**src/dprh_pkg.sv**
```systemverilog
// Shared constants and types for the dual-port memory port host controller
`default_nettype none

package dprh_pkg;

  // ----------------------------------------------------------------
  // Clock and pin timing
  // ----------------------------------------------------------------
  localparam int CLK_MHZ = 25;
  localparam int T_WRITE_NS = 45;    // Write strobe width
  localparam int T_ACCESS_NS = 55;   // Select/gate to data valid
  localparam int T_PASS_NS = 40;     // Port-to-port pass-through
  localparam int T_RECOVER_NS = 15;  // Deselect time between cycles
  localparam int SYNC_STAGES = 2;

  // Least times round up to whole cycles
  localparam logic [7:0] WRITE_CYC = 8'((T_WRITE_NS * CLK_MHZ + 999) / 1000);
  localparam logic [7:0] READ_CYC =
    8'((T_ACCESS_NS * CLK_MHZ + 999) / 1000 +
       (T_PASS_NS * CLK_MHZ + 999) / 1000 + SYNC_STAGES);
  localparam logic [7:0] RECOVER_CYC =
    8'((T_RECOVER_NS * CLK_MHZ + 999) / 1000);

  // ----------------------------------------------------------------
  // Request kinds and controller states
  // ----------------------------------------------------------------
  localparam logic [1:0] KIND_ARRAY_RD = 2'h0;
  localparam logic [1:0] KIND_ARRAY_WR = 2'h1;
  localparam logic [1:0] KIND_TOKEN_RD = 2'h2;
  localparam logic [1:0] KIND_TOKEN_WR = 2'h3;
  localparam int KIND_WR_BIT = 0;
  localparam int KIND_TOKEN_BIT = 1;

  // Token latch address width
  localparam int TOKEN_ADDR_W = 3;

  typedef enum logic [2:0] {
    DPRH_IDLE,
    DPRH_SETUP,
    DPRH_STROBE,
    DPRH_HOLD,
    DPRH_RECOVER
  } dprh_state_t;

endpackage

`default_nettype wire

```
**src/dprh_port_ctrl.sv**
```systemverilog
// Host controller that drives one port of the asynchronous dual-port memory
// ------------------------------------------------------------------
// ------------------------------------------------------------------
`default_nettype none

module dprh_port_ctrl #(
  parameter int ADDR_W = 14,
  parameter int DATA_W = 16
) (
  input wire logic sys_clk,
  input wire logic resetn,
  // User request side
  input wire logic req_valid,
  output logic req_ready,
  input wire logic [1:0] req_kind,
  input wire logic [ADDR_W-1:0] req_addr,
  input wire logic [DATA_W-1:0] req_wdata,
  input wire logic [1:0] req_byte_en,
  output logic rsp_valid,
  output logic [DATA_W-1:0] rsp_rdata,
  output logic mailbox_pending,
  output logic contention_seen,
  // Memory port pins
  output logic chip_sel_n,
  output logic rd_wr_n,
  output logic out_gate_n,
  output logic token_latch_select_n,
  output logic high_byte_lane_sel_n,
  output logic low_byte_lane_sel_n,
  output logic [ADDR_W-1:0] mem_addr,
  output logic [DATA_W-1:0] data_out,
  output logic data_oe,
  input wire logic [DATA_W-1:0] data_in,
  input wire logic contention_n_in,
  input wire logic mailbox_n_in
);
  // ----------------------------------------------------------------
  // Elaboration checks
  // ----------------------------------------------------------------
  if (DATA_W != 16 && DATA_W != 8) begin : g_bad_width
    $error("DATA_W must be 8 or 16");
  end
  if (ADDR_W < dprh_pkg::TOKEN_ADDR_W) begin : g_bad_addr
    $error("ADDR_W too small for token addressing");
  end
  // ----------------------------------------------------------------
  // Pin synchronisers
  // ----------------------------------------------------------------
  logic [DATA_W-1:0] din_s1_reg, din_s2_reg;
  logic busy_s1_reg, busy_s2_reg, mail_s1_reg, mail_s2_reg;
  // Pin inputs are asynchronous to sys_clk; first stage feeds second only
  always_ff @(posedge sys_clk) begin
    if (!resetn) begin
      din_s1_reg <= '0;
      din_s2_reg <= '0;
      busy_s1_reg <= 1'b0;
      busy_s2_reg <= 1'b0;
      mail_s1_reg <= 1'b0;
      mail_s2_reg <= 1'b0;
    end else begin
      din_s1_reg <= data_in;
      din_s2_reg <= din_s1_reg;
      busy_s1_reg <= ~contention_n_in;
      busy_s2_reg <= busy_s1_reg;
      mail_s1_reg <= ~mailbox_n_in;
      mail_s2_reg <= mail_s1_reg;
    end
  end
  assign mailbox_pending = mail_s2_reg;
  assign contention_seen = busy_s2_reg;
  // ----------------------------------------------------------------
  // Cycle sequencer
  // ----------------------------------------------------------------
  dprh_pkg::dprh_state_t state_reg, state_next;
  logic [7:0] cnt_reg, cnt_next;
  logic [1:0] kind_reg, kind_next;
  logic cs_n_reg, cs_n_next, we_n_reg, we_n_next, oe_n_reg, oe_n_next;
  logic tok_n_reg, tok_n_next, ub_n_reg, ub_n_next, lb_n_reg, lb_n_next;
  logic doe_reg, doe_next, rsp_reg, rsp_next;
  logic [ADDR_W-1:0] addr_reg, addr_next;
  logic [DATA_W-1:0] dout_reg, dout_next, rdata_reg, rdata_next;
  logic is_wr;
  assign is_wr = kind_reg[dprh_pkg::KIND_WR_BIT];
  // Next values of the sequencer and every pin
  always_comb begin
    state_next = state_reg;
    cnt_next = cnt_reg;
    kind_next = kind_reg;
    cs_n_next = cs_n_reg;
    we_n_next = we_n_reg;
    oe_n_next = oe_n_reg;
    tok_n_next = tok_n_reg;
    ub_n_next = ub_n_reg;
    lb_n_next = lb_n_reg;
    doe_next = doe_reg;
    addr_next = addr_reg;
    dout_next = dout_reg;
    rdata_next = rdata_reg;
    rsp_next = 1'b0;
    case (state_reg)
      dprh_pkg::DPRH_IDLE: begin
        if (req_valid) begin
          kind_next = req_kind;
          addr_next = req_addr;
          dout_next = req_wdata;
          // token access uses its own select
          if (req_kind[dprh_pkg::KIND_TOKEN_BIT]) begin
            tok_n_next = 1'b0;
          end else begin
            cs_n_next = 1'b0;
          end
          // Byte lanes only exist on the wide part; idle lanes stay high
          if (DATA_W == 16 && !req_kind[dprh_pkg::KIND_TOKEN_BIT]) begin
            ub_n_next = ~req_byte_en[1];
            lb_n_next = ~req_byte_en[0];
          end
          // reads open the output gate with the select
          oe_n_next = req_kind[dprh_pkg::KIND_WR_BIT];
          doe_next = req_kind[dprh_pkg::KIND_WR_BIT];
          state_next = dprh_pkg::DPRH_SETUP;
        end
      end
      dprh_pkg::DPRH_SETUP: begin
        // data already driven a full cycle before the strobe
        if (is_wr) begin
          we_n_next = 1'b0;
          cnt_next = dprh_pkg::WRITE_CYC - 8'h01;
        end else begin
          cnt_next = dprh_pkg::READ_CYC - 8'h01;
        end
        state_next = dprh_pkg::DPRH_STROBE;
      end
      dprh_pkg::DPRH_STROBE: begin
        // Stretch writes under contention so arbitration settles first
        if (is_wr && busy_s2_reg) begin
          cnt_next = cnt_reg;
        end else if (cnt_reg != 8'h00) begin
          cnt_next = cnt_reg - 8'h01;
        end else if (is_wr) begin
          // direction edge ends the write, data still held
          we_n_next = 1'b1;
          state_next = dprh_pkg::DPRH_HOLD;
        end else begin
          // sample only after access plus pass-through delay
          rdata_next = din_s2_reg;
          rsp_next = 1'b1;
          cs_n_next = 1'b1;
          tok_n_next = 1'b1;
          oe_n_next = 1'b1;
          ub_n_next = 1'b1;
          lb_n_next = 1'b1;
          cnt_next = dprh_pkg::RECOVER_CYC;
          state_next = dprh_pkg::DPRH_RECOVER;
        end
      end
      dprh_pkg::DPRH_HOLD: begin
        rsp_next = 1'b1;
        cs_n_next = 1'b1;
        tok_n_next = 1'b1;
        ub_n_next = 1'b1;
        lb_n_next = 1'b1;
        doe_next = 1'b0;
        cnt_next = dprh_pkg::RECOVER_CYC;
        state_next = dprh_pkg::DPRH_RECOVER;
      end
      dprh_pkg::DPRH_RECOVER: begin
        // selects stay off before any following token read
        if (cnt_reg != 8'h00) begin
          cnt_next = cnt_reg - 8'h01;
        end else begin
          state_next = dprh_pkg::DPRH_IDLE;
        end
      end
      default: begin
        state_next = dprh_pkg::DPRH_IDLE;
      end
    endcase
  end
  // Register stage for sequencer and pins
  always_ff @(posedge sys_clk) begin
    if (!resetn) begin
      state_reg <= dprh_pkg::DPRH_IDLE;
      cnt_reg <= 8'h00;
      kind_reg <= dprh_pkg::KIND_ARRAY_RD;
      cs_n_reg <= 1'b1;
      we_n_reg <= 1'b1;
      oe_n_reg <= 1'b1;
      tok_n_reg <= 1'b1;
      ub_n_reg <= 1'b1;
      lb_n_reg <= 1'b1;
      doe_reg <= 1'b0;
      addr_reg <= '0;
      dout_reg <= '0;
      rdata_reg <= '0;
      rsp_reg <= 1'b0;
    end else begin
      state_reg <= state_next;
      cnt_reg <= cnt_next;
      kind_reg <= kind_next;
      cs_n_reg <= cs_n_next;
      we_n_reg <= we_n_next;
      oe_n_reg <= oe_n_next;
      tok_n_reg <= tok_n_next;
      ub_n_reg <= ub_n_next;
      lb_n_reg <= lb_n_next;
      doe_reg <= doe_next;
      addr_reg <= addr_next;
      dout_reg <= dout_next;
      rdata_reg <= rdata_next;
      rsp_reg <= rsp_next;
    end
  end
  // Pin and user outputs
  assign req_ready = (state_reg == dprh_pkg::DPRH_IDLE);
  assign rsp_valid = rsp_reg;
  assign rsp_rdata = rdata_reg;
  assign chip_sel_n = cs_n_reg;
  assign rd_wr_n = we_n_reg;
  assign out_gate_n = oe_n_reg;
  assign token_latch_select_n = tok_n_reg;
  assign high_byte_lane_sel_n = ub_n_reg;
  assign low_byte_lane_sel_n = lb_n_reg;
  assign mem_addr = addr_reg;
  assign data_out = dout_reg;
  assign data_oe = doe_reg;
  // ----------------------------------------------------------------
  // Assertions
  // ----------------------------------------------------------------
  logic [7:0] gate_cnt_reg, gate_cnt_next;
  // Cycles that select and output gate have both been low
  always_comb begin
    gate_cnt_next = 8'h00;
    if (!oe_n_reg && !(cs_n_reg && tok_n_reg) && gate_cnt_reg != 8'hff) begin
      gate_cnt_next = gate_cnt_reg + 8'h01;
    end
  end
  // Gate counter register
  always_ff @(posedge sys_clk) begin
    if (!resetn) begin
      gate_cnt_reg <= 8'h00;
    end else begin
      gate_cnt_reg <= gate_cnt_next;
    end
  end
endmodule

`default_nettype wire

```
**config.mk**
```make
export PLATFORM = sky130hd
export DESIGN_NAME = dprh_port_ctrl
export DESIGN_NICKNAME = d
export VERILOG_FILES = /design/src/dprh_pkg.sv /design/src/dprh_port_ctrl.sv
export SDC_FILE = /design/constraint.sdc
export NUM_CORES = 1
export LEC_CHECK = 0
export ABC_CLOCK_PERIOD_IN_PS = 2150
export BUFFER_PORTS_ARGS = -buffer_cell sky130_fd_sc_hd__buf_2
export CAP_MARGIN = 20
export CORE_UTILIZATION = 51
export CTS_CLUSTER_DIAMETER = 120
export DETAILED_ROUTE_END_ITERATION = 10
export GPL_TIMING_DRIVEN = 1
export PLACE_DENSITY = 0.77
export SETUP_SLACK_MARGIN = 0.02
export SLEW_MARGIN = 20
export SYNTH_ARGS = -nofsm -noshare
export SYNTH_HDL_FRONTEND = slang
export SYNTH_SLANG_ARGS = --single-unit
```
**constraint.sdc**
```tcl
create_clock -name sys_clk -period 2.15 [get_ports sys_clk]
set_input_delay 0.3225 -clock sys_clk [delete_from_list [all_inputs] [get_ports sys_clk]]
set_output_delay 0.3225 -clock sys_clk [all_outputs]
set_load 0.05 [all_outputs]
```
## Word level (Yosys, flattened, before mapping)

Index checks and enable logic that the tools add are counted.

- Register bits after elaboration: 102
- Bits in latches: 0
- RAM bits: 0
- Memory bits (read-only): 0
- Logic and storage cells: 99
- Memories kept: 0

- Add/subtract/negate cells: 1
- Multipliers: 0
- Divide/modulo/power cells: 0
- $lt $le $gt $ge: 0
- Equal/unequal tests: 15
- Shift-type cells: 0
- Mux-type cells: 39
- Bitwise logic cells: 7
- Reductions and logical operators: 17

Operator list:

| kind | number |
|---|---|
| 8-bit two-way mux | 4 |
| 8-bit case mux with 4 select lines | 1 |
| 1-bit two-way mux | 19 |
| 3-bit two-way mux | 6 |
| 2-bit inequality test (second input constant) | 9 |
| 3-bit case mux with 5 select lines | 1 |
| 1-bit case mux with 3 select lines | 4 |
| 4-bit AND reduction | 3 |
| 6-bit AND reduction | 2 |
| 5-bit AND reduction | 2 |
| 1-bit case mux with 2 select lines | 4 |
| 8-bit nonzero test | 1 |
| 8-bit by 1-bit subtractor with 8-bit output (second input constant) | 1 |
| 1-bit NOT | 7 |
| 3-bit by 2-bit == test with 1-bit output (second input constant) | 2 |
| 2-bit nonzero test | 3 |
| 2-bit AND reduction | 2 |
| 4-bit nonzero test | 1 |
| 3-bit by 1-bit == test with 1-bit output (second input constant) | 1 |
| 3-bit == test (second input constant) | 1 |
| 3-bit zero test | 1 |
| 3-bit inequality test (second input constant) | 1 |
| 3-bit nonzero test | 1 |
| 2-bit by 1-bit inequality test with 1-bit output (second input constant) | 1 |
| 1-bit logical AND | 1 |

## Logic depth before layout (Yosys ltp)

- Depth in word-level cells: 4
- Gate-level depth with buffers: 8
- Mapped depth without buffers: 6

## Least setup slack after synthesis

Ideal clock, no wire load.

- Path kind: flip-flop to flip-flop
- Start point: reg state_reg[2]
- End point: reg dout_reg[6], in the netlist data_out[6]
- Arrival time: 2397 ps
- Path slack: -379 ps
- Cell stages (with the launch flop): 7
- Path buffers: 2
- Clock period less this slack: 2529 ps
- Path through: dfxtp_1 -> buf_2 -> nor3_1 -> nand2_1 -> clkbuf_1 -> nand2_1 -> a21oi_1

- Word-level cells in the longest chain between the ends: 2

RTL lines:

| what | RTL line | text |
|---|---|---|
| start, declared | dprh_port_ctrl.sv:74 | `dprh_pkg::dprh_state_t state_reg, state_next;` |
| start signal, assigned | dprh_port_ctrl.sv:182 | `state_reg <= dprh_pkg::DPRH_IDLE;` |
| start signal, assigned | dprh_port_ctrl.sv:197 | `state_reg <= state_next;` |
| 3-bit zero test | n/a |  |
| net req_ready | dprh_port_ctrl.sv:14 | `output logic req_ready,` |
| 2-bit AND reduction (no line) | n/a |  |
| end signal, assigned | dprh_port_ctrl.sv:208 | `dout_reg <= dout_next;` |
| end, declared | dprh_port_ctrl.sv:81 | `logic [DATA_W-1:0] dout_reg, dout_next, rdata_reg, rdata_next;` |

The timed path passes the listed nets, and every way through them passes these cells.
A chain may end at the register's enable or synchronous reset.

## Worst setup path after layout

- Start point: reg cnt_reg[0]
- End point: reg rdata_reg[14], in the netlist rsp_rdata[14]

- Word-level cells in the longest chain between the ends: 3

RTL lines:

| what | RTL line | text |
|---|---|---|
| start, declared | dprh_port_ctrl.sv:75 | `logic [7:0] cnt_reg, cnt_next;` |
| start signal, assigned | dprh_port_ctrl.sv:198 | `cnt_reg <= cnt_next;` |
| 8-bit nonzero test | dprh_port_ctrl.sv:137 | `end else if (cnt_reg != 8'h00) begin` |
| 1-bit NOT (no line) | n/a |  |
| 4-bit AND reduction (no line) | n/a |  |
| end signal, assigned | dprh_port_ctrl.sv:209 | `rdata_reg <= rdata_next;` |
| end, declared | dprh_port_ctrl.sv:81 |  |

Every way passes these cells.

==> impl_metrics.yaml <==
layout:
  fin_area_um2: 4662
  nNetsFinal: 564
  final_cell_count_no_fill: 609
  regArea_um2: 2044
  antenna_cells: 0
  multi_input_area_um2: 1582
  layout_common_cells: "buf_2, dfxtp_1, nand2_1"
  drive_above_1_share_pct: 30.60
  final_common_cell: "buf_2"
  syn2layout_area_growth_pct: 24.53
  final.fill_count: 568
synth:
  synthesis.area_um2: 3744
  netlist_top_cells_area: "dfxtp_1, nand2_1, and2_1"
  syn-num-nets: 452
  synth_flop_cell: "dfxtp_1"
  synth_top_area_share_pct: 54.55
  synth_seq_cells: 102
  avgSynthCellArea_um2: 9.454
  synth_cell_types: 54
  synth-async-reset-ratio_pct: 0
  yosys.area.top_type: "dfxtp_1"
  ys_warn_count: 0
  syn_inst: 396
  synth-edff-count: 0
  synth.yosys.seq_area_share_pct: 54.55
critical_path:
  path_delay_family: "simple AND/OR/NAND/NOR gates"
  setup.worst_path.start_class: "register"
  cp.arrival_ps: 2320
  cp_slowest_stage_delay_ps: 510
  r2r_slack_ps: 80
  worst-path-max-fanout: 9
  path_class: "reg -> reg"
  endpoint_kind: "register"
  slowest_stage: "or4b_4"
  crit_chain: "inv_2, ha_4, or4b_4, nor4_4, buf_4, buf_12, mux2i_1, nor2_1"
  crit_required_ps: 2400
  cp_num_buf_inv: 3
die:
  die_w_um: 87.68
  core.rowCount: 30
  die_y_um: 87.68
  num_io_pins: 112
  die-area_um2: 7687
  coreArea_um2: 6944
  start_util_pct: 53.91
detailed_routing:
  drc: 0
  drt-initial-drc-count: 165
  vias_per_cell: 5.207
  vias: 3171
  routed_wirelength_um: 8323
  avgRoutedWirePerCell_um: 13.67
  postRouteAntennaNets: 0
  drt_pass1_iterations: 5
global_route:
  grt.overflow.total: 0
  grt_max_degree: 43
  first_global_vias: 2879
  grt_first_pass_wirelength_um: 12890
  antenna_found_initial: 0
  grtUsageTotal_pct: 21.40
sta:
  clock.fmax_mhz: 482.2
  fin_worst_skew_ps: 10.37
  final.setup.tns_ps: 0
  period_share_pct: 96.45
  relSlewSlack_pct: 54.41
  slew_viol_final: 0
  finalCriticalPeriod_ps: 2074
  setup_viol: 0
  hold_violations: 0
  rsz0062_at_grt: "true"
  worstMarginPinSlew_ps: 679.8
clock_network:
  cts_tree: "yes"
  cts_inserted_buffers: 9
  clock_latency_ps: 360
  cts.htree.levels: 3
  cts.path.max_buffers: 2
  cts_num_sinks: 102
  postCtsHoldBufs: 0
  path_clk_slew_ps: 100
  root_buffer: "clkbuf_8"
power_and_ir_drop:
  power_density_nw_per_um2: 876.0
  p_leak_nw: 2.029
  ir_worst_vdd_v: 0.0004606
run:
  cap_violations: 0
placed_design:
  routabilityCongestion: 0.7960
  dp.final_hpwl_um: 5748
  port_buffers: 111
  place_area_um2: 4408
  place_inst: 591
min_path:
  worstHoldPathType: "in -> reg"
run_status:
  status: "complete, no violations"
==> report_power, final <==
part           leakage (nW)  internal [W]  switching [W]  total (W)
Sequential            0.837       0.00200      0.0000699    0.00207
Clock                0.0981      0.000459       0.000711    0.00117
Combinational          1.09      0.000293       0.000554   0.000847
==> what timing repair did <==
item | CTS | global route
setup buffers | 0 | 1
resized for setup | 0 | 8
endpoints found under the setup margin | 0 | 18
==> area by class of cell <==
cell class	instances	area share, %
Clock inverter	7	1.610
Clock buffer	9	2.657
Timing Repair Buffer	126	14.98
Inverter	5	0.4026
Multi-Input combinational cell	264	33.92
Tap cell	96	2.576
Sequential cell	102	43.85
==> synth_stat cells, types with 5 or more instances <==
| cell | count |
|---|---|
| dfxtp_1 | 102 |
| nand2_1 | 68 |
| a21oi_1 | 35 |
| and2_1 | 35 |
| nor2_1 | 26 |
| clkbuf_1 | 18 |
| mux2i_1 | 16 |
| o21ai_0 | 8 |
| nor3_1 | 5 |
==> worst reg2reg max path, stage by stage, from the launching register on <==
cell and delay [ps]:
dfxtp_2 350, inv_2 80, ha_4 150, or4b_4 510
nor4_4 260, buf_4 180, buf_12 150, mux2i_1 220
nor2_1 70
==> path summary, 6_finish.rpt <==
kind	from	endpoint	depth (start not counted)
max reg2reg	cnt_reg[0]	rsp_rdata[14]	8
min reg2reg	din_s1_reg[15]	din_s2_reg[15]	1
min	contention_n_in	busy_s1_reg	2
max	cnt_reg[0]	rsp_rdata[14]	8
==> metrics by stage <==
| stage | total power [W] | hold WS (ps) | utilization, % | setup WS, ps |
|---|---|---|---|---|
| after floorplan | 0.002706 | 394.9 | - | 160.5 |
| after global placement | 0.002911 | 414.4 | 63.48 | 176.9 |
| after detailed placement | 0.002929 | 419.6 | 63.48 | 62.60 |
| after CTS | 0.004089 | 94.88 | 66.34 | 61.84 |
| after global routing | 0.004285 | 92.97 | 67.14 | 4.388 |
| final | 0.004084 | 104.9 | 67.14 | 76.22 |
==> metal layers <==
layer | vias up | share of wire (%) | GRT usage, %
met5 | - | 0 | 0
met4 | 0 | 1.2 | 7.004
met3 | 10 | 5.9 | 5.655
met2 | 116 | 49 | 36.72
met1 | 1465 | 44 | 26.17
li1 | 1580 | - | -
==> logic make-up (layout without fill, tap and decap cells) <==
logic type	after synthesis	in the layout	share of synthesized area, %
simple gates	167	167	23.23
compound gates	79	79	13.50
mux	16	16	4.278
buf+inv	30	147	3.877
flops	102	102	54.55
xor+xnor	1	1	0.2340
fa+ha+maj	1	1	0.3342
(Power assumes the default switching activity.)
